==> config.mk <==
export PLATFORM = sky130hd
export DESIGN_NAME = adcs_scan_seq
export DESIGN_NICKNAME = d
export VERILOG_FILES = /design/src/rtl/adcs_pkg.sv /design/src/rtl/adcs_scan_seq.sv
export SDC_FILE = /design/constraint.sdc
export NUM_CORES = 1
export LEC_CHECK = 0
export BUFFER_PORTS_ARGS = -buffer_cell sky130_fd_sc_hd__buf_2
export CAP_MARGIN = 5
export CORE_MARGIN = 5
export CORE_UTILIZATION = 60
export DETAILED_ROUTE_END_ITERATION = 16
export HOLD_SLACK_MARGIN = 0.06
export PLACE_DENSITY = 0.8
export SYNTH_ARGS = -nofsm -noshare
export SYNTH_HDL_FRONTEND = slang
export SYNTH_SLANG_ARGS = --single-unit
==> constraint.sdc <==
create_clock -name clk_sys -period 2.2 [get_ports clk_sys]
set_clock_uncertainty 0.05 [all_clocks]
set_input_delay 0.33 -clock clk_sys [delete_from_list [all_inputs] [get_ports clk_sys]]
set_output_delay 0.33 -clock clk_sys [all_outputs]
set_load 0.02 [all_outputs]
==> src/rtl/adcs_pkg.sv <==
package adcs_pkg;

    // ------------------------------------------------------------
    // Register map (byte addresses)
    // ------------------------------------------------------------
    localparam logic [4:0] ADR_CONFIG = 5'h00;
    localparam logic [4:0] ADR_SETUP  = 5'h04;
    localparam logic [4:0] ADR_CTRL   = 5'h08;
    localparam logic [4:0] ADR_STATUS = 5'h0c;
    localparam logic [4:0] ADR_RESULT = 5'h10;

    // ------------------------------------------------------------
    // Fields and reset values
    // ------------------------------------------------------------
    localparam logic [7:0] CONFIG_RST  = 8'h01;
    localparam logic [3:0] SETUP_RST   = 4'h0;
    localparam int         CFG_SGL     = 0;
    localparam int         CFG_CS_LO   = 1;
    localparam int         CFG_SCAN_LO = 5;
    localparam int         SET_SEL0    = 0;
    localparam int         SET_REF_PIN_SELECT_BIT    = 1;
    localparam int         SET_SEL2    = 2;
    localparam int         SET_EXTCLK  = 3;
    localparam int         CTL_START   = 0;
    localparam int         CTL_NACK    = 1;
    localparam int         STAT_BUSY   = 0;
    localparam int         STAT_REFON  = 1;
    localparam int         STAT_SETTLE = 2;
    localparam int         STAT_RSVERR = 3;
    localparam int         STAT_FILL   = 8;
    localparam int         RES_VALID   = 12;

    // ------------------------------------------------------------
    // Scan modes and channel constants
    // ------------------------------------------------------------
    localparam logic [1:0] SCAN_SEQ   = 2'h0;
    localparam logic [1:0] SCAN_REP   = 2'h1;
    localparam logic [1:0] SCAN_UPPER = 2'h2;
    localparam logic [1:0] SCAN_ONE   = 2'h3;
    localparam logic [3:0] REPEAT_CNT = 4'h8;
    localparam logic [3:0] CH_FIRST   = 4'h0;
    localparam logic [3:0] CS_RSV_MIN = 4'hc;
    localparam logic [3:0] TOP_12     = 4'hb;
    localparam logic [3:0] TOP_4      = 4'h3;
    localparam logic [3:0] UP_START12 = 4'h6;
    localparam logic [3:0] UP_START4  = 4'h2;
    localparam int         RES_DEPTH_DEF = 16;

    // ------------------------------------------------------------
    // Timing
    // ------------------------------------------------------------
    localparam int CLK_MHZ       = 200;
    localparam int REF_SETTLE_US = 80;
    localparam int REF_SETTLE_CYC = REF_SETTLE_US * CLK_MHZ;

    typedef enum logic [1:0] {
        ST_IDLE  = 2'b00,
        ST_ISSUE = 2'b01,
        ST_WAIT  = 2'b10
    } adcs_state_t;

endpackage : adcs_pkg

==> src/rtl/adcs_scan_seq.sv <==
`timescale 1ns/1ps
// Function
// - single-ended codes 0-11 pick input against ground
// - differential codes pick even/odd pair, odd reverses
// - four-channel part forces upper select bits zero
// - shared pin single-ended read returns ground when it is set as reference
// - top differential pair treats shared pin as ground when it is set as reference
// - select bit 0 fixes polarity of scanned pairs
// - mode 00 scans up from input 0
// - mode 01 internal clock converts eight times
// - four-channel mode 10 scans up from input 2
// - twelve-channel mode 10 scans up from input 6
// - mode 11 internal clock converts once
// - external clock in modes 01 and 11 repeats until master stops it
// - reference select makes shared pin input or reference
// - always-on reference stays on until reconfigured
// - shared pin used as reference is skipped in single-ended scans
// - scan mode field resets to 00
// - power-up config single-ended input 0, supply ref
module adcs_scan_seq import adcs_pkg::*; #(
    parameter bit TWELVE_CH         = 1'b1,
    parameter int RES_DEPTH         = RES_DEPTH_DEF,
    parameter int REF_SETTLE_CYCLES = REF_SETTLE_CYC
) (
    // Clock and reset
    input  wire logic        clk_sys,
    input  wire logic        srst,
    // Wishbone slave
    input  wire logic        wb_cyc_i,
    input  wire logic        wb_stb_i,
    input  wire logic        wb_we_i,
    input  wire logic [4:0]  wb_adr_i,
    input  wire logic [3:0]  wb_sel_i,
    input  wire logic [31:0] wb_dat_i,
    output logic      [31:0] wb_dat_o,
    output logic             wb_ack_o,
    // Converter core
    output logic             convStart,
    output logic      [3:0]  muxPos,
    output logic      [3:0]  muxNeg,
    output logic             posGround,
    output logic             negGround,
    input  wire logic        convDone,
    input  wire logic [7:0]  convData,
    // Reference control
    output logic             refPowerOn,
    output logic             refPinDrive,
    output logic             refPinIn
);

    // ------------------------------------------------------------
    // Local constants and state
    // ------------------------------------------------------------
    localparam int PW = $clog2(RES_DEPTH);
    localparam int SW = $clog2(REF_SETTLE_CYCLES + 1);
    localparam logic [3:0] TOP      = TWELVE_CH ? TOP_12 : TOP_4;
    localparam logic [3:0] UP_START = TWELVE_CH ? UP_START12 : UP_START4;
    localparam logic [PW:0] FULL    = (PW + 1)'(RES_DEPTH);
    localparam logic [SW-1:0] SETTLE = SW'(REF_SETTLE_CYCLES);

    typedef struct packed {
        logic [7:0]                  cfg;
        logic [3:0]                  setup;
        logic [7:0]                  run;
        logic                        runExt;
        adcs_state_t                 state;
        logic [3:0]                  cur;
        logic [3:0]                  last;
        logic [3:0]                  reps;
        logic [4:0]                  cnt;
        logic                        stopReq;
        logic                        rsvErr;
        logic [PW-1:0]               wrPtr;
        logic [PW-1:0]               rdPtr;
        logic [PW:0]                 fill;
        logic [RES_DEPTH-1:0][11:0]  mem;
        logic                        refOn;
        logic [SW-1:0]               settleCnt;
        logic                        settled;
        logic                        refDrive;
        logic                        pinRef;
        logic [3:0]                  pos;
        logic [3:0]                  neg;
        logic                        posGnd;
        logic                        negGnd;
        logic                        start;
        logic                        ack;
        logic [31:0]                 dat;
    } adcs_regs_t;

    adcs_regs_t st_r;
    adcs_regs_t st_nxt;

    // ------------------------------------------------------------
    // Decoders
    // ------------------------------------------------------------
    function automatic logic [3:0] pairBase(input logic [3:0] c);
        pairBase = {c[3:1], 1'b0};
    endfunction : pairBase
    function automatic logic isReserved(input logic [3:0] c);
        isReserved = (c >= CS_RSV_MIN);
    endfunction : isReserved
    function automatic logic refAlways(input logic [3:0] s);
        refAlways = s[SET_SEL2] & (s[SET_REF_PIN_SELECT_BIT] | s[SET_SEL0]);
    endfunction : refAlways

    // Live configuration, used to launch a scan
    logic [3:0] cCs;
    logic [1:0] cScan;
    logic [3:0] cBase;
    logic [3:0] cFirst;
    logic [3:0] cLast;
    // Latched configuration (reference select read live from setup), steers a running scan
    logic       rSgl;
    logic [3:0] rCs;
    logic [1:0] rScan;
    logic       rMulti;
    logic       rSel1;
    logic [3:0] curPos;
    logic [3:0] curNeg;
    logic       skipTop;
    // Bus decode
    logic       wbReq;
    logic       wrEn;
    logic       rdEn;
    logic       launch;
    logic       pop;
    logic       wr;
    logic       busy;

    assign cCs    = st_r.cfg[CFG_CS_LO +: 4];
    assign cScan  = st_r.cfg[CFG_SCAN_LO +: 2];
    assign cBase  = st_r.cfg[CFG_SGL] ? cCs : pairBase(cCs);
    assign cFirst = (cScan == SCAN_SEQ) ? CH_FIRST :
                    (cScan == SCAN_UPPER) ? UP_START : cBase;
    assign cLast  = (cScan == SCAN_UPPER && cBase < UP_START) ? UP_START : cBase;

    assign rSgl    = st_r.run[CFG_SGL];
    assign rCs     = st_r.run[CFG_CS_LO +: 4];
    assign rScan   = st_r.run[CFG_SCAN_LO +: 2];
    assign rMulti  = (rScan == SCAN_SEQ) || (rScan == SCAN_UPPER);
    assign rSel1   = st_r.setup[SET_REF_PIN_SELECT_BIT];
    assign curPos  = rSgl ? st_r.cur : {st_r.cur[3:1], rCs[0]};
    assign curNeg  = {st_r.cur[3:1], ~rCs[0]};
    assign skipTop = rSgl & rSel1 & rMulti & (st_r.cur == TOP);

    assign wbReq  = wb_cyc_i & wb_stb_i & ~st_r.ack;
    assign wrEn   = wbReq & wb_we_i & wb_sel_i[0];
    assign rdEn   = wbReq & ~wb_we_i;
    assign busy   = (st_r.state != ST_IDLE);
    assign launch = wrEn & (wb_adr_i == ADR_CTRL) & wb_dat_i[CTL_START]
                    & ~busy & ~isReserved(cCs);
    assign pop    = rdEn & (wb_adr_i == ADR_RESULT) & (st_r.fill != '0);
    assign wr     = (st_r.state == ST_WAIT) & convDone;

    // ------------------------------------------------------------
    // Next state
    // ------------------------------------------------------------
    always_comb
    begin
        st_nxt       = st_r;
        st_nxt.ack   = wbReq;
        st_nxt.start = 1'b0;
        st_nxt.dat   = '0;
        // Read data, unmapped offsets read zero
        case (wb_adr_i)
            ADR_CONFIG: st_nxt.dat[7:0] = st_r.cfg;
            ADR_SETUP:  st_nxt.dat[3:0] = st_r.setup;
            ADR_STATUS:
            begin
                st_nxt.dat[STAT_BUSY]           = busy;
                st_nxt.dat[STAT_REFON]          = st_r.refOn;
                st_nxt.dat[STAT_SETTLE]         = st_r.settled;
                st_nxt.dat[STAT_RSVERR]         = st_r.rsvErr;
                st_nxt.dat[STAT_FILL +: PW + 1] = st_r.fill;
            end
            ADR_RESULT:
            begin
                st_nxt.dat[11:0]      = st_r.mem[st_r.rdPtr];
                st_nxt.dat[RES_VALID] = (st_r.fill != '0);
            end
            default: st_nxt.dat = '0;
        endcase
        // Register writes
        if (wrEn)
        begin
            case (wb_adr_i)
                ADR_CONFIG:
                begin
                    st_nxt.cfg = wb_dat_i[7:0];
                    if (!TWELVE_CH)
                        st_nxt.cfg[CFG_CS_LO + 2 +: 2] = 2'b00;
                end
                ADR_SETUP: st_nxt.setup = wb_dat_i[3:0];
                ADR_CTRL:
                begin
                    if (wb_dat_i[CTL_NACK] && busy)
                        st_nxt.stopReq = 1'b1;
                    // Reserved codes start nothing
                    if (wb_dat_i[CTL_START] && !busy)
                        st_nxt.rsvErr = isReserved(cCs);
                end
                default: ;
            endcase
        end
        // Sequencer
        case (st_r.state)
            ST_IDLE:
                if (launch)
                begin
                    st_nxt.run     = st_r.cfg;
                    st_nxt.runExt  = st_r.setup[SET_EXTCLK];
                    st_nxt.cur     = cFirst;
                    st_nxt.last    = cLast;
                    st_nxt.reps    = '0;
                    st_nxt.cnt     = '0;
                    st_nxt.stopReq = 1'b0;
                    st_nxt.wrPtr   = '0;
                    st_nxt.rdPtr   = '0;
                    st_nxt.fill    = '0;
                    st_nxt.state   = ST_ISSUE;
                end
            // Top channel is highest, so skipping it ends the scan
            ST_ISSUE:
                if (skipTop)
                    st_nxt.state = ST_IDLE;
                else
                begin
                    st_nxt.pos    = curPos;
                    st_nxt.neg    = rSgl ? CH_FIRST : curNeg;
                    st_nxt.posGnd = rSel1 & (curPos == TOP);
                    st_nxt.negGnd = rSgl | (rSel1 & (curNeg == TOP));
                    st_nxt.start  = 1'b1;
                    st_nxt.cnt    = st_r.cnt + 5'h01;
                    st_nxt.state  = ST_WAIT;
                end
            ST_WAIT:
                if (convDone)
                begin
                    st_nxt.state = ST_ISSUE;
                    st_nxt.reps  = st_r.reps + 4'h1;
                    case (rScan)
                        SCAN_SEQ, SCAN_UPPER:
                        begin
                            if (st_r.cur >= st_r.last || st_r.stopReq)
                                st_nxt.state = ST_IDLE;
                            st_nxt.cur = st_r.cur + (rSgl ? 4'h1 : 4'h2);
                        end
                        SCAN_REP:
                            if ((!st_r.runExt && st_r.reps == REPEAT_CNT - 4'h1)
                                || st_r.stopReq)
                                st_nxt.state = ST_IDLE;
                        default:
                            if (!st_r.runExt || st_r.stopReq)
                                st_nxt.state = ST_IDLE;
                    endcase
                end
            default: st_nxt.state = ST_IDLE;
        endcase
        // Result memory, oldest first; overwrites oldest when full
        if (wr)
        begin
            st_nxt.mem[st_r.wrPtr] = {st_r.pos, convData};
            st_nxt.wrPtr = st_r.wrPtr + 1'b1;
        end
        if (pop || (wr && st_r.fill == FULL))
            st_nxt.rdPtr = st_r.rdPtr + 1'b1;
        if (wr && !pop && st_r.fill != FULL)
            st_nxt.fill = st_r.fill + 1'b1;
        else if (pop && !wr)
            st_nxt.fill = st_r.fill - 1'b1;
        // Reference: always-on settings hold until setup rewritten
        st_nxt.refOn    = refAlways(st_r.setup)
                          | (st_r.setup[SET_SEL2] & busy);
        st_nxt.refDrive = st_r.setup[SET_SEL2] & st_r.setup[SET_REF_PIN_SELECT_BIT];
        st_nxt.pinRef   = st_r.setup[SET_REF_PIN_SELECT_BIT];
        if (!st_r.refOn)
        begin
            st_nxt.settleCnt = '0;
            st_nxt.settled   = 1'b0;
        end
        else if (st_r.settleCnt != SETTLE)
            st_nxt.settleCnt = st_r.settleCnt + 1'b1;
        else
            st_nxt.settled = 1'b1;
        if (srst)
        begin
            st_nxt       = '0;
            st_nxt.cfg   = CONFIG_RST;
            st_nxt.setup = SETUP_RST;
            st_nxt.state = ST_IDLE;
        end
    end

    always_ff @(posedge clk_sys)
    begin
        st_r <= st_nxt;
    end

    // ------------------------------------------------------------
    // Outputs
    // ------------------------------------------------------------
    assign wb_dat_o    = st_r.dat;
    assign wb_ack_o    = st_r.ack;
    assign convStart   = st_r.start;
    assign muxPos      = st_r.pos;
    assign muxNeg      = st_r.neg;
    assign posGround   = st_r.posGnd;
    assign negGround   = st_r.negGnd;
    assign refPowerOn  = st_r.refOn;
    assign refPinDrive = st_r.refDrive;
    assign refPinIn    = st_r.pinRef;
endmodule : adcs_scan_seq

==> impl_metrics.py <==
metrics = {
    "outcome": {
        "outcome": "completed",
    },
    "route": {
        "routed_wirelength_um": 31500,
        "dr.pass1.iters": 6,
        "vias": 10100,
        "drc": 0,
        "drt_iter0_markers": 950,
        "avgRoutedWirePerCell_um": 18.5,
        "routed_via_density": 5.94,
        "ant_nets": 0,
    },
    "setup_path": {
        "slowest_delay_ps": 560,
        "cpLargestDelayFamily": "multiplexers",
        "cp-end-kind": "register",
        "arrival_ps": 2470,
        "cp_data_required_time_ps": 2550,
        "path_cells": "buf_12 > mux4_2 > mux2i_1 > a2bb2oi_1 > o21ai_0",
        "crit_type": "reg2reg",
        "cp_max_fo": 29,
        "path_buf_inv": 1,
        "cp_slowest_cell": "mux4_2",
        "cp-start-kind": "register",
    },
    "synth": {
        "seq_area_frac_synth": 0.441,
        "synthTopCellsByArea": "dfxtp_1, mux2i_1, mux4_2",
        "yosys.area.top_type_share": 0.441,
        "synth_commonest_cells": "dfxtp_1, nand2_1, nor2_1",
        "syn_inst": 1377,
        "yosys_warnings": 0,
        "synth-seq-cells": 281,
        "syn_avg_cell_area_um2": 9.27,
        "synth_area_leader_cell": "dfxtp_1",
        "synthArstFlopShare": 0,
        "synth_most_common_cell": "dfxtp_1",
        "dominantRegCellSynth": "dfxtp_1",
        "synth_cell_types": 70,
        "synth_edf_count": 0,
        "synthesis.area_mm2": 0.0128,
    },
    "die": {
        "rows": 53,
        "core_area_mm2": 0.0210,
        "die_x_um": 156,
        "initial_utilization": 0.609,
        "die_area_mm2": 0.0243,
        "die_h_um": 156,
        "io_pins": 102,
    },
    "cells_and_area": {
        "layout-drive-gt1-share": 0.162,
        "syn_to_final_growth_pct": 12.0,
        "nets": 1480,
        "n_antenna_cell": 0,
    },
    "pwr": {
        "peakVddDrop_uv": 587,
        "power_leakage_uw": 0.00505,
        "finalPower_uw": 10100,
        "pwr_density_cell_mw_per_mm2": 708,
    },
    "place": {
        "hpwl_um": 20200,
        "io_buffer_count": 55,
        "place_congestion": 0.921,
    },
    "clocking": {
        "clock_latency_ps": 540,
        "htreeDepth": 1,
        "numCtsBuffers": 28,
        "post-cts-setup-buffer-count": 0,
        "cts-root-buf": "clkbuf_16",
        "cts_tree": "done",
        "cts_buffer_depth": 3,
        "clkTransAtPathRegs_ps": 60,
        "cts_sinks": 281,
    },
    "sta": {
        "setup_viol": 0,
        "slew_headroom": 0.521,
        "layout_min_cycle_time_ps": 2120,
        "max_freq_mhz": 472,
        "fin_tns_setup_ps": 0,
        "slew_violations": 0,
        "final_hold_viol_count": 0,
        "finalCritPeriodShare": 0.963,
        "rsz0062_at_grt": "true",
        "worstMarginPinSlew_ps": 717,
    },
    "global_route": {
        "grt_pass1_wl_um": 51000,
        "grt_antenna_before_repair": 0,
        "track_usage": 0.257,
        "gr-total-overflow": 0,
        "grt_start_max_net_pins": 124,
        "grt_pass1_vias": 9872,
    },
    "hold_path": {
        "hold_class": "in2reg",
    },
    "run": {
        "maxCapViolCount": 0,
    },
}
-- repair_timing --
| action | in CTS | in global routing |
|---|---|---|
| resized for setup | 0 | 4 |
| hold buffers | 8 | 0 |
| hold endpoints to repair | 13 | 0 |
| endpoints found under the setup margin | 0 | 4 |
-- cell families after synthesis --
logic type      Yosys count  synth area share
simple gates            461             0.158
flops                   281             0.441
compound gates          251             0.112
mux                     185             0.193
buf+inv                 163            0.0662
fa+ha+maj                18            0.0182
xor+xnor                 17            0.0117
other cells               1          0.000294
-- layer usage --
layer / vias up / GRT usage / wire (µm) / part of all wire
met4: 0 / 0.0880 / 1050 / 0.033
met2: 390 / 0.442 / 15500 / 0.49
li1: 4783 / - / - / -
met5: - / 0 / 0 / 0
met1: 4881 / 0.332 / 12900 / 0.41
met3: 74 / 0.0369 / 2110 / 0.067
-- tightest hold or removal path, cell delays in order --
cell,delay [ps]
buf_2,130
o21a_1,130
nor2_1,30
-- flip-flops by register name, summed over array words and instances, names as in the netlist --
register / count
cCs: 4
cScan: 2
convStart: 1
curNeg: 3
muxNeg: 4
muxPos: 4
negGround: 1
posGround: 1
rCs: 1
rScan: 2
rSel1: 1
rSgl: 1
refPinDrive: 1
refPinIn: 1
refPowerOn: 1
st_r: 239
wb_ack_o: 1
wb_dat_o: 13
-- cell usage in the layout, fill, tap and decap left out, types with 3 or more instances in the layout --
cell type	synthesis	layout
o22ai_1	7	7
xor2_1	10	10
o211ai_1	6	6
a21oi_1	132	132
nor2_1	180	179
a21o_1	5	5
a2bb2oi_1	7	7
buf_4	52	55
mux2i_1	133	133
nor3_1	10	10
mux2_2	4	4
clkbuf_16	0	29
dlygate4sd3_1	0	8
nor4_1	3	3
buf_12	0	9
xnor2_1	7	7
a31oi_1	3	3
and3_1	13	13
buf_2	23	54
dfxtp_1	281	279
o21ai_0	61	61
nand2b_1	6	6
inv_1	17	17
ha_1	17	17
o311a_1	3	3
nand3_1	15	15
and2_1	8	7
nor2b_1	5	5
a211oi_1	4	4
conb_1	1	19
nand4_1	10	10
clkinv_2	0	5
a22oi_1	5	5
clkbuf_1	62	10
clkbuf_8	0	6
nand2_1	187	186
mux4_2	48	48
-- area by class of cell --
| type | instances | area [µm²] |
|---|---|---|
| Clock inverter | 7 | 85.1 |
| Inverter | 18 | 67.6 |
| Sequential cell | 281 | 5630 |
| Tap cell | 275 | 344 |
| Multi-Input combinational cell | 951 | 6370 |
| Clock buffer | 45 | 846 |
| Fill cell | 1592 | 6660 |
| Timing Repair Buffer | 127 | 955 |
-- power breakdown --
group	switching, µW	total [µW]	internal (µW)	leakage, µW
Clock	1940	4790	2850	0.000460
Combinational	184	239	55.2	0.00233
Sequential	1.18	5090	5090	0.00226
Total	2130	10100	8000	0.00505
-- stage by stage --
| step | area [µm²] | hold slack [ps] | worst slack, ps | cells | utilization |
|---|---|---|---|---|---|
| CTS | 14300 | 65.4 | 57.9 | 1704 | 0.682 |
| detailed placement | 13300 | 395 | 85.9 | 1644 | 0.634 |
| floorplan | 12800 | 375 | 269 | 1395 | - |
| global placement | 13300 | 387 | 117 | 1644 | 0.634 |
| global route | 14300 | 123 | 0.756 | 1704 | 0.682 |
| finish | 14300 | 88.5 | 81.0 | 1704 | 0.682 |
-- path summary, 6_finish.rpt --
path | from | endpoint | slack [ps] | cells after the start
worst min register to register | st_r[105] | st_r[105] | 400 | 2
worst max-delay path | st_r[259] | wb_dat_o[5] | 80 | 5
worst max register to register | st_r[259] | wb_dat_o[5] | 80 | 5
worst min-delay path | convDone | st_r[287] | 90 | 3
No activity file was read; power rests on OpenSTA's default activity.
